[src/design/smrc_pkg.sv]
package smrc_pkg;
	// starter type selection codes
	localparam logic [1:0] TYPE_SOLID = 2'h0;
	localparam logic [1:0] TYPE_WYE_DELTA = 2'h1;
	localparam logic [1:0] TYPE_FULL_VOLTAGE = 2'h2;
	// wye-delta transition thresholds in percent
	localparam int CURRENT_PCT = 85;
	localparam int ELAPSED_PCT = 25;
	// time base: one tick is 1 ms at 100 MHz
	localparam int CLOCK_MHZ = 100;
	localparam int TICK_US = 1000;
	localparam int TICK_CYCLES = CLOCK_MHZ * TICK_US;
	// widths of time settings in ticks and of current values
	localparam int TIME_W = 16;
	localparam int CUR_W = 16;
	localparam int GATE_W = 6;
	// fault cause codes
	localparam logic [1:0] FAULT_NONE = 2'h0;
	localparam logic [1:0] FAULT_FEEDBACK = 2'h1;
	localparam logic [1:0] FAULT_EXTERNAL = 2'h2;
endpackage

[src/design/smrc_sync.sv]
`timescale 1ns/10ps
`default_nettype none
// two flip-flop synchroniser for pin levels
module smrc_sync #(
	parameter int WIDTH = 1
) (
	// clock and reset
	input wire logic clock,
	input wire logic nrst,
	// levels
	input wire logic [WIDTH-1:0] pinIn,
	output logic [WIDTH-1:0] pinOut
);
	typedef struct packed {
		logic [WIDTH-1:0] first;
		logic [WIDTH-1:0] second;
	} smrc_sync_s;
	smrc_sync_s state;
	smrc_sync_s next_state;

	// first stage is read only by the second stage
	always_comb begin
		next_state.first = pinIn;
		next_state.second = state.first;
	end

	// register both stages
	always_ff @(posedge clock or negedge nrst) begin
		if (!nrst) begin
			state <= '0;
		end else begin
			state <= next_state;
		end
	end

	assign pinOut = state.second;
endmodule
`default_nettype wire

[src/design/smrc_tick.sv]
`timescale 1ns/10ps
`default_nettype none
// free running divider giving a one cycle tick
module smrc_tick #(
	parameter int CYCLES = smrc_pkg::TICK_CYCLES
) (
	// clock and reset
	input wire logic clock,
	input wire logic nrst,
	// tick out
	output logic tick
);
	localparam int CW = $clog2(CYCLES + 1);
	typedef struct packed {
		logic [CW-1:0] count;
		logic pulse;
	} smrc_tick_s;
	smrc_tick_s state;
	smrc_tick_s next_state;

	initial begin
		if (CYCLES < 1) begin
			$error("tick divider needs at least one cycle");
		end
	end

	// count down, pulse on wrap
	always_comb begin
		next_state = state;
		next_state.pulse = 1'b0;
		if (state.count == '0) begin
			next_state.count = CW'(CYCLES - 1);
			next_state.pulse = 1'b1;
		end else begin
			next_state.count = state.count - 1'b1;
		end
	end

	// register divider state
	always_ff @(posedge clock or negedge nrst) begin
		if (!nrst) begin
			state <= '0;
		end else begin
			state <= next_state;
		end
	end

	assign tick = state.pulse;
endmodule
`default_nettype wire

[src/design/smrc_run_control.sv]
`timescale 1ns/10ps
`default_nettype none
// Function
// - full-voltage mode drives external contactor directly
// - full-voltage start energizes run relay
// - full-voltage at speed energizes at-speed relay
// - full-voltage excludes thyristor and stack protections
// - ramp, kick, decel ignored in contactor modes
// - wye-delta mode holds gate outputs off
// - full-voltage mode holds gate outputs off
// - delta feedback unconfirmed in time trips
// - two-wire runs while start input present
// - three-wire runs from pulse until stop low
// - three-wire only if stop high at start
// - three-wire start is sealed in internally
// - delta at current drop past a quarter of the time, or at full time
// - wye on run relay, delta adds at-speed
module smrc_run_control #(
	parameter int TICK_CYCLES = smrc_pkg::TICK_CYCLES,
	parameter int TIME_W = smrc_pkg::TIME_W,
	parameter int CUR_W = smrc_pkg::CUR_W,
	parameter int GATE_W = smrc_pkg::GATE_W
) (
	// clock and reset
	input wire logic clock,
	input wire logic nrst,
	// configuration
	input wire logic [1:0] starterType,
	input wire logic stopAssigned,
	input wire logic feedbackAssigned,
	input wire logic [TIME_W-1:0] atSpeedTime,
	input wire logic [TIME_W-1:0] feedbackTime,
	input wire logic [CUR_W-1:0] ratedMotorCurrent,
	// measurement and protection from same clock domain
	input wire logic [CUR_W-1:0] motorCurrent,
	input wire logic protectionFault,
	input wire logic thyristorFault,
	input wire logic stackOverload,
	input wire logic faultReset,
	// solid state gate requests, passed only in solid state type
	input wire logic [GATE_W-1:0] gateRequest,
	input wire logic rampActive,
	// pins
	input wire logic startPin,
	input wire logic stopPin,
	input wire logic deltaFeedbackPin,
	// relays and gates
	output logic mainRelay,
	output logic atSpeedRelay,
	output logic [GATE_W-1:0] gateDrive,
	output logic rampEnable,
	// status
	output logic running,
	output logic threeWire,
	output logic tripped,
	output logic [1:0] faultCause
);
	initial begin
		if (TIME_W < 4 || CUR_W < 4 || TICK_CYCLES < 1) begin
			$error("unsupported width or tick setting");
		end
	end

	// run sequencing states
	// idle waits for a start edge, wye and delta are the two contactor steps,
	// run covers full voltage and solid state once started, and trip holds
	// everything off until an operator reset
	typedef enum logic [4:0] {
		ST_IDLE = 5'h01,
		ST_WYE = 5'h02,
		ST_DELTA = 5'h04,
		ST_RUN = 5'h08,
		ST_TRIP = 5'h10
	} smrc_state_e;

	// all sequencer state lives in one record so that one process computes it
	// and one process registers it; the timers count ticks, not clocks, so a
	// 16 bit field covers more than a minute at the default time base
	// the relay and gate fields are the outputs themselves, which keeps every
	// pin but running and tripped driven straight from a flip-flop with no decode glitches
	typedef struct packed {
		smrc_state_e fsm;
		logic startPrev;
		logic sealed;
		logic threeWire;
		logic [TIME_W-1:0] timer;
		logic [TIME_W-1:0] fbTimer;
		logic fbWait;
		logic mainRelay;
		logic atSpeedRelay;
		logic [GATE_W-1:0] gates;
		logic rampEnable;
		logic [1:0] cause;
	} smrc_run_s;

	smrc_run_s state;
	smrc_run_s next_state;

	logic startSync; // synchronised start level
	logic stopSync; // synchronised stop level
	logic fbSync; // synchronised delta feedback level
	logic tick; // 1 ms time base
	logic startRise; // start input edge
	logic runCondition; // start still wanted
	logic anyFault; // fault feeding this block
	logic [CUR_W+7:0] curScaled; // current times 100
	logic [CUR_W+7:0] limitScaled; // rated times 85
	logic [TIME_W+7:0] elapsedScaled; // timer times 100
	logic [TIME_W+7:0] quarterScaled; // setting times 25

	// pins cross into the clock domain through two stages
	smrc_sync #(
		.WIDTH(3)
	) pinSync (
		.clock(clock),
		.nrst(nrst),
		.pinIn({startPin, stopPin, deltaFeedbackPin}),
		.pinOut({startSync, stopSync, fbSync})
	);

	smrc_tick #(
		.CYCLES(TICK_CYCLES)
	) timeBase (
		.clock(clock),
		.nrst(nrst),
		.tick(tick)
	);

	// true when the chosen type bypasses the thyristor stack
	function automatic logic contactorMode(input logic [1:0] kind);
		contactorMode = (kind == smrc_pkg::TYPE_WYE_DELTA) || (kind == smrc_pkg::TYPE_FULL_VOLTAGE);
	endfunction

	// edge of the synchronised start level; startPrev resets low, which is the
	// idle level of the pin, so no false start follows reset
	assign startRise = startSync && !state.startPrev;
	// the products are wide enough for full scale inputs, so none of them wraps
	// and the compares below stay exact at every setting
	// percent compares done with multiplies to avoid a divider
	assign curScaled = (CUR_W + 8)'(motorCurrent) * (CUR_W + 8)'(100);
	assign limitScaled = (CUR_W + 8)'(ratedMotorCurrent) * (CUR_W + 8)'(smrc_pkg::CURRENT_PCT);
	assign elapsedScaled = (TIME_W + 8)'(state.timer) * (TIME_W + 8)'(100);
	assign quarterScaled = (TIME_W + 8)'(atSpeedTime) * (TIME_W + 8)'(smrc_pkg::ELAPSED_PCT);

	// thyristor and stack faults only count when the stack is used
	always_comb begin
		anyFault = protectionFault;
		if (!contactorMode(starterType)) begin
			anyFault = protectionFault || thyristorFault || stackOverload;
		end
	end

	// run condition follows the chosen start/stop handling
	always_comb begin
		if (state.threeWire) begin
			runCondition = stopSync && (state.sealed || startSync);
		end else begin
			runCondition = startSync;
		end
	end

	// next state of the sequencer
	// the timer runs in every state, fbTimer only while fbWait; both saturate and are cleared where a step
	// begins, so a stale count from an earlier start can never act again
	// the trip and stop checks come after the case so they win over any step
	// taken in the same cycle
	always_comb begin
		next_state = state;
		next_state.startPrev = startSync;
		if (tick && state.timer != '1) begin
			next_state.timer = state.timer + 1'b1;
		end
		if (state.fbWait && tick && state.fbTimer != '1) begin
			next_state.fbTimer = state.fbTimer + 1'b1;
		end
		case (state.fsm)
			ST_IDLE: begin
				next_state.mainRelay = 1'b0;
				next_state.atSpeedRelay = 1'b0;
				next_state.sealed = 1'b0;
				next_state.fbWait = 1'b0;
				if (startRise && !anyFault) begin
					// wiring mode is picked at the start edge
					next_state.threeWire = stopAssigned && stopSync;
					next_state.sealed = stopAssigned && stopSync;
					next_state.timer = '0;
					// the run relay closes on start in every type, so the
					// at-speed relay is never energized without it
					next_state.mainRelay = 1'b1;
					// only wye-delta passes through the wye step first
					if (starterType == smrc_pkg::TYPE_WYE_DELTA) begin
						next_state.fsm = ST_WYE;
					end else begin
						next_state.fsm = ST_RUN;
					end
				end
			end
			ST_WYE: begin
				// the early step needs both a low current and a quarter of the
				// set time; the full time forces the step whatever the current
				// a limitation: the current is sampled each clock, unfiltered
				if (state.timer >= atSpeedTime ||
					(curScaled < limitScaled && elapsedScaled > quarterScaled)) begin
					next_state.atSpeedRelay = 1'b1;
					next_state.fbWait = feedbackAssigned;
					next_state.fbTimer = '0;
					next_state.fsm = ST_DELTA;
				end
			end
			ST_DELTA: begin
				// once confirmed the feedback is not watched again, so a contact
				// that chatters later does not trip a running motor
				if (state.fbWait && fbSync) begin
					next_state.fbWait = 1'b0;
				end
			end
			ST_RUN: begin
				// contactor or solid state: at speed after the timer
				if (state.timer >= atSpeedTime) begin
					next_state.atSpeedRelay = 1'b1;
				end
			end
			ST_TRIP: begin
				// stays tripped until reset with start released
				if (faultReset && !startSync) begin
					next_state.cause = smrc_pkg::FAULT_NONE;
					next_state.fsm = ST_IDLE;
				end
			end
			default: begin
				next_state.fsm = ST_IDLE;
			end
		endcase
		// feedback confirmation timeout
		// the transition resistors are only short time rated, so a delta
		// contactor that fails to close must drop the starter rather than
		// leave the resistors in circuit
		if (state.fsm == ST_DELTA && state.fbWait && !fbSync && state.fbTimer >= feedbackTime) begin
			next_state.cause = smrc_pkg::FAULT_FEEDBACK;
			next_state.fsm = ST_TRIP;
		end
		if (state.fsm != ST_IDLE && state.fsm != ST_TRIP) begin
			if (anyFault) begin
				next_state.cause = smrc_pkg::FAULT_EXTERNAL;
				next_state.fsm = ST_TRIP;
			end else if (!runCondition) begin
				next_state.fsm = ST_IDLE;
			end
		end
		if (next_state.fsm == ST_IDLE || next_state.fsm == ST_TRIP) begin
			next_state.mainRelay = 1'b0;
			next_state.atSpeedRelay = 1'b0;
			next_state.fbWait = 1'b0;
			next_state.sealed = 1'b0;
		end
		// gates and ramp only in solid state running
		// decided from the next state so the gates drop in the same edge as
		// the relays when a stop or a trip is taken
		if (contactorMode(starterType) || next_state.fsm != ST_RUN) begin
			next_state.gates = '0;
			next_state.rampEnable = 1'b0;
		end else begin
			next_state.gates = gateRequest;
			next_state.rampEnable = rampActive;
		end
	end

	// register everything
	// reset loads constants only; the one-hot idle code is the sole set bit
	always_ff @(posedge clock or negedge nrst) begin
		if (!nrst) begin
			state <= '{fsm: ST_IDLE, default: '0};
		end else begin
			state <= next_state;
		end
	end

	// outputs straight from flip-flops
	// running and tripped are decodes of registered state and
	// so change only at clock edges
	assign mainRelay = state.mainRelay;
	assign atSpeedRelay = state.atSpeedRelay;
	assign gateDrive = state.gates;
	assign rampEnable = state.rampEnable;
	assign running = state.fsm == ST_WYE || state.fsm == ST_DELTA || state.fsm == ST_RUN;
	assign threeWire = state.threeWire;
	assign tripped = state.fsm == ST_TRIP;
	assign faultCause = state.cause;
endmodule
`default_nettype wire

[config.mk]
export PLATFORM = sky130hd
export DESIGN_NAME = smrc_run_control
export DESIGN_NICKNAME = d
export VERILOG_FILES = /design/src/design/smrc_pkg.sv /design/src/design/smrc_sync.sv /design/src/design/smrc_tick.sv /design/src/design/smrc_run_control.sv
export SDC_FILE = /design/constraint.sdc
export NUM_CORES = 1
export LEC_CHECK = 0
export ABC_CLOCK_PERIOD_IN_PS = 7700
export BUFFER_PORTS_ARGS = -buffer_cell sky130_fd_sc_hd__buf_2
export CORE_ASPECT_RATIO = 1.1
export CORE_MARGIN = 5
export CORE_UTILIZATION = 60
export CTS_BUF_LIST = sky130_fd_sc_hd__clkbuf_4
export DETAILED_ROUTE_END_ITERATION = 10
export PLACE_DENSITY = 0.78
export SYNTH_ARGS = -nofsm -noshare
export SYNTH_HDL_FRONTEND = slang
export SYNTH_SLANG_ARGS = --single-unit
[constraint.sdc]
create_clock -name clock -period 7.7 [get_ports clock]
set_clock_uncertainty 0.15 [all_clocks]
set_input_delay 0.77 -clock clock [delete_from_list [all_inputs] [get_ports clock]]
set_output_delay 0.77 -clock clock [all_outputs]
set_load 0.005 [all_outputs]
# Yosys cells after proc, flatten, opt, wreduce, memory -nomap -nowiden
# Cells that the tools add are included.
# Widths: inputs -> output; s select.
[word_totals]
register_bits = 76
out_inout_bits = 14
input_bits = 84
word_cells = 113
[op_classes]
muxes = 34
n_reduce_logical = 35
eq_ne = 17
n_addsub = 3
n_mul = 4
n_lt_le_gt_ge = 4
[ops]
columns = ["cell", "count"]
rows = [
  ["$mul 16x5->21 const B", 3],
  ["$mux 16", 3],
  ["$mux 18", 2],
  ["$mux 5", 7],
  ["$mux 17", 2],
  ["$add 16x1->16 const B", 2],
  ["$ge 16x16->1", 2],
  ["$ne 16x16->1 const B", 2],
  ["$gt 23x21->1", 1],
  ["$lt 23x23->1", 1],
  ["$mul 16x7->23 const B", 1],
  ["$pmux 5 s4", 1],
  ["$logic_not 17->1", 1],
  ["$sub 17x1->17 const B", 1],
  ["$logic_and 1x1->1", 14],
  ["$eq 5x1->1 const B", 2],
  ["$eq 5x5->1 const B", 2],
  ["$mux 2", 5],
  ["$logic_or 1x1->1", 9],
  ["$mux 1", 9],
  ["$reduce_bool 4->1", 2],
  ["$mux 7", 1],
  ["$ne 3x3->1 const B", 2],
  ["$pmux 1 s3", 2],
  ["16 further kinds", 20],
]

# Depth between registers and ports, before layout
[logic_depth]
word_depth = 15
depth_mapped = 26
ltp_nobuf = 25

# By module
# Synthesis repeated with hierarchy kept, for this count alone.
[unflattened]
hier_cells = 1377
hier_area_um2 = 11969.0
[modules_own_cells]
columns = ["mod", "n_inst", "cells_each", "area_per_inst_um2", "seq_area_each_um2"]
rows = [
  ["smrc_run_control", 1, 1283, 10882.9, 1302.5],
  ["smrc_tick", 1, 88, 935.9, 450.4],
  ["smrc_sync", 1, 6, 150.1, 150.1],
]

# Worst setup path before layout
# Ideal clock, no wire load.
[synth_path]
kind = "input to register"
from = "input port ratedMotorCurrent[1]"
to = "register state[11] in the netlist's numbering"
path_stages = 23
t_arrival_ns = 5.746
path_buffers = 0
setup_time_ns = 0.101
setup_slack_ns = 1.703
required_ns = 7.449
cell_sequence = "ha_1 -> fa_1 -> ha_1 -> inv_1 -> fa_1 -> inv_1 -> ha_1 -> o21a_1 -> o31a_1 -> o41ai_1 -> a311oi_1 -> o21a_1 -> nor2_1 -> xor2_1 -> ha_1 -> a21o_1 -> a21o_1 -> a211oi_1 -> o21ai_0 -> o21ai_0 -> o31ai_4 -> or2_1 -> o32ai_1"
[synth_between]
elab_chain_len = 14
elab_cells_between_ends = 18
cone_classes = "mul (1); order compare (1); eq/ne (4); mux (7); reduce/logical (5)"
[synth_rtl]
columns = ["element", "line", "text"]
rows = [
  ["from (decl)", "smrc_run_control.sv:33", "input wire logic [CUR_W-1:0] ratedMotorCurrent,"],
  ["$mul 16x7->23 (*)", "smrc_run_control.sv:141", "assign limitScaled = (CUR_W + 8)'(ratedMotorCurrent) * (CUR_W + 8)'(smrc_pkg::CURRENT_PCT);"],
  ["$lt 23x23->1 (*)", "smrc_run_control.sv:203", "(curScaled < limitScaled && elapsedScaled > quarterScaled)) begin"],
  ["$logic_and 1x1->1 (*)", "smrc_run_control.sv:203", ""],
  ["$logic_or 1x1->1 (*)", "smrc_run_control.sv:202", "if (state.timer >= atSpeedTime ||"],
  ["$mux 5", "smrc_run_control.sv:202", ""],
  ["$pmux 5 s4", "smrc_run_control.sv:176", "case (state.fsm)"],
  ["$mux 5", "smrc_run_control.sv:238", "if (state.fsm == ST_DELTA && state.fbWait && !fbSync && state.fbTimer >= feedbackTime) begin"],
  ["$mux 5", "smrc_run_control.sv:246", "end else if (!runCondition) begin"],
  ["$mux 5", "smrc_run_control.sv:243", "if (anyFault) begin"],
  ["$mux 5", "smrc_run_control.sv:242", "if (state.fsm != ST_IDLE && state.fsm != ST_TRIP) begin"],
  ["$eq 5x1->1 / $eq 5x5->1 (equally long branches)", "smrc_run_control.sv:250", "if (next_state.fsm == ST_IDLE || next_state.fsm == ST_TRIP) begin"],
  ["$logic_or 1x1->1", "smrc_run_control.sv:250", ""],
  ["$ne 3x2->1 (no line), or another cell as far along", "-", ""],
  ["$reduce_and 3->1 (no line)", "-", ""],
  ["to (signal assigned)", "smrc_run_control.sv:274", "state <= next_state;"],
  ["to (decl)", "smrc_run_control.sv:96", "smrc_run_s state;"],
]
# Every way passes the cells marked *; elsewhere a longest branch is shown, timed or not.
# A chain may end at the register's enable or synchronous reset.

==> impl_metrics.py <==
metrics = {
    "grt": {
        "antenna_found_initial": 0,
        "gr-total-overflow": 0,
        "track_usage_pct": 20.8,
        "grt_max_degree": 77,
        "grt_pass1_wl_um": 39600,
        "first_global_vias": 9456,
    },
    "worst_setup_path": {
        "crit_arrival_ps": 6610,
        "crit_path_frequent_cell": "ha_1",
        "crit_type": "in2reg",
        "required_ps": 7840,
        "crit_chain": "buf_2 -> ha_1 -> fa_1 -> ha_1 -> inv_1 -> fa_1 -> inv_1 -> ha_1 -> o21a_1 -> o31a_1 -> o41ai_1 -> a311oi_1 -> o21a_1 -> o21ai_1 -> nand2b_1 -> a21oi_1 -> xor2_1 -> ha_1 -> a211oi_1 -> o21ai_0 -> o21ai_0 -> o31ai_4 -> nor2_4 -> nor2_1",
        "cp_max_fo": 16,
        "cpPeakStageDelay_ps": 600,
        "crit_family": "compound AO/OA/AOI/OAI gates",
        "crit_buf_inv": 3,
        "crit_slowest_cell": "nor2_4",
        "start_kind": "primary input",
        "cp-end-kind": "register",
    },
    "route": {
        "first_iter_violations": 303,
        "viasPerCell": 5.51,
        "wl_per_cell_um": 13.7,
        "first_pass_iters": 4,
        "vias": 9221,
        "drcViolationCount": 0,
        "ant_nets": 0,
        "drt-total-wl_um": 23000,
    },
    "sta": {
        "maxSlewHeadroom_pct": 38.4,
        "slew_viol_final": 0,
        "fin_crit_ps": 6480,
        "fmax_ghz": 0.154,
        "finalSetupViolCount": 0,
        "tns_ps": 0,
        "tightest_slew_ps": 924,
        "final_hold_viol_count": 0,
        "period_share_pct": 84.1,
        "rsz0062_at_grt": "no",
    },
    "floorplan": {
        "core.rowCount": 53,
        "die_h_um": 157,
        "die_x_um": 144,
        "core_um2": 19200,
        "boundaryPins": 98,
        "start_util_pct": 61.3,
        "die-area_um2": 22500,
    },
    "job": {
        "drv_cap": 0,
    },
    "logic_synthesis": {
        "synth_fa_ha_area_share_pct": 40.5,
        "synth_cells": 1324,
        "synthArstFlopShare_pct": 100,
        "syn_area_per_cell_um2": 8.90,
        "synth-compound-area-share_pct": 13.1,
        "syn_nets": 1755,
        "synth_top_family_by_area": "adder cells",
        "synth_edf_count": 0,
        "ys_seq_area_share_pct": 16.1,
        "synth.distinct_cells": 70,
        "synth_xor_area_share_pct": 7.13,
        "synth_flop_cell": "dfrtp_1",
        "muxShareOfSynthArea_pct": 0.340,
        "netlist_area_um2": 11800,
        "ys_ff_latch": 76,
        "yosysWarningCount": 0,
        "synth_simple_gate_area_share_pct": 13.7,
    },
    "placed_design": {
        "place_hpwl_um": 20200,
        "io_buffer_count": 97,
        "gp_congestion": 0.875,
    },
    "finish": {
        "syn2layout_area_growth_pct": 7.40,
        "drive_gt1_share_pct": 9.75,
        "num-nets-final": 1852,
        "n_fill_cell": 1641,
        "antennaDiodeCount": 0,
    },
    "clock_tree": {
        "cts_resized": 0,
        "clk_pin_slew_ps": 110,
        "clockBufferDepth": 2,
        "cts_max_level": 3,
        "numCtsBuffers": 9,
        "ctsHoldBuffers": 0,
        "postCtsSetupRepairBufs": 0,
        "cts_tree": "built",
        "cts_sinks": 76,
        "clockRootBuffer": "clkbuf_4",
        "clk_latency_ps": 430,
    },
    "status": {
        "status": "finished, final reports clean",
    },
    "min_path": {
        "hp-class": "reg2reg",
    },
}
metrics by stage:
step	instance area (um^2)	worst slack [ps]	instances	hold WS [ps]	util [%]
finish	12700	1220	1673	211	65.8
global route	12700	787	1673	221	65.8
CTS	12700	1290	1673	214	65.8
detailed placement	12500	822	1657	191	65.0
global placement	12500	1030	1657	183	65.0
floorplan	11800	1700	1324	181	-
kinds of logic (layout without fill, tap and decap cells):
family,Yosys count,after routing
AO/OA/AOI/OAI,226,226
AND/OR/NAND/NOR,300,300
adder cells (fa/ha/maj),347,347
multiplexers,4,4
XOR/XNOR,96,96
flip-flops,76,76
buffers and inverters,275,377
cells in the mapped netlist (13+ instances only):
cell / n / area [um^2]
ha_1: 290 / 3630
inv_1: 262 / 983
dfrtp_1: 75 / 1880
nor2_1: 72 / 270
a21oi_1: 62 / 310
fa_1: 57 / 1140
xnor2_1: 57 / 499
nand2_1: 56 / 210
xor2_1: 39 / 342
a21o_1: 31 / 233
nand3_1: 31 / 155
o21ai_0: 31 / 155
nand2b_1: 21 / 131
nor3_1: 16 / 80.1
a31oi_1: 13 / 81.3
o21a_1: 13 / 97.6
state kept, by name, indices dropped and copies added, names as in the netlist:
signal	cells
rampEnable	1
faultCause	2
state	40
pinSync.next_state	3
mainRelay	1
timeBase.state	17
gateDrive	6
atSpeedRelay	1
threeWire	1
pinSync.pinOut	3
timeBase.tick	1
metal layers:
| layer | up-vias | track usage [%] | share of wire [%] |
|---|---|---|---|
| li1 | 4689 | - | - |
| met1 | 4378 | 23.8 | 41 |
| met2 | 119 | 40.9 | 54 |
| met3 | 35 | 2.22 | 2.7 |
| met4 | 0 | 4.84 | 1.7 |
| met5 | - | 0 | 0 |
area by class of cell:
cell class	instances	area [um^2]	share of cell area (%)
sequential	76	1900	15.0
clock buffer	11	82.6	0.652
timing repair buffer	98	495	3.91
multi-input combinational	973	8800	69.6
inverter	263	987	7.80
tap	247	309	2.44
clock inverter	5	76.3	0.603
placed cells by master, fill, tap and decap left out, types with 12 or more instances in the layout:
cell type  netlist  routed
nor2_1          72      72
nand2b_1        21      21
dfrtp_1         75      75
inv_1          262     262
a31oi_1         13      13
a21o_1          31      31
ha_1           290     290
o21a_1          13      13
xor2_1          39      39
xnor2_1         57      57
o21ai_0         31      31
buf_2            0      96
nor2b_1         12      12
nor3_1          16      16
fa_1            57      57
nand3_1         31      31
a21oi_1         62      62
nand2_1         56      56
worst paths after layout:
check | startpoint | end | slack (ps) | cells after the start
max | ratedMotorCurrent[1] | state[12] | 1220 | 24
min | pinSync.next_state[0] | pinSync.pinOut[0] | 210 | 0
max reg2reg | state[31] | state[22] | 1840 | 21
min reg2reg | pinSync.next_state[0] | pinSync.pinOut[0] | 210 | 0
max in group asynchronous | nrst | pinSync.next_state[2] | 6480 | 1
min in group asynchronous | nrst | state[15] | 320 | 1
Power is not shown: default switching activity piles up to over one toggle a cycle in this logic, so the estimate is an artifact.
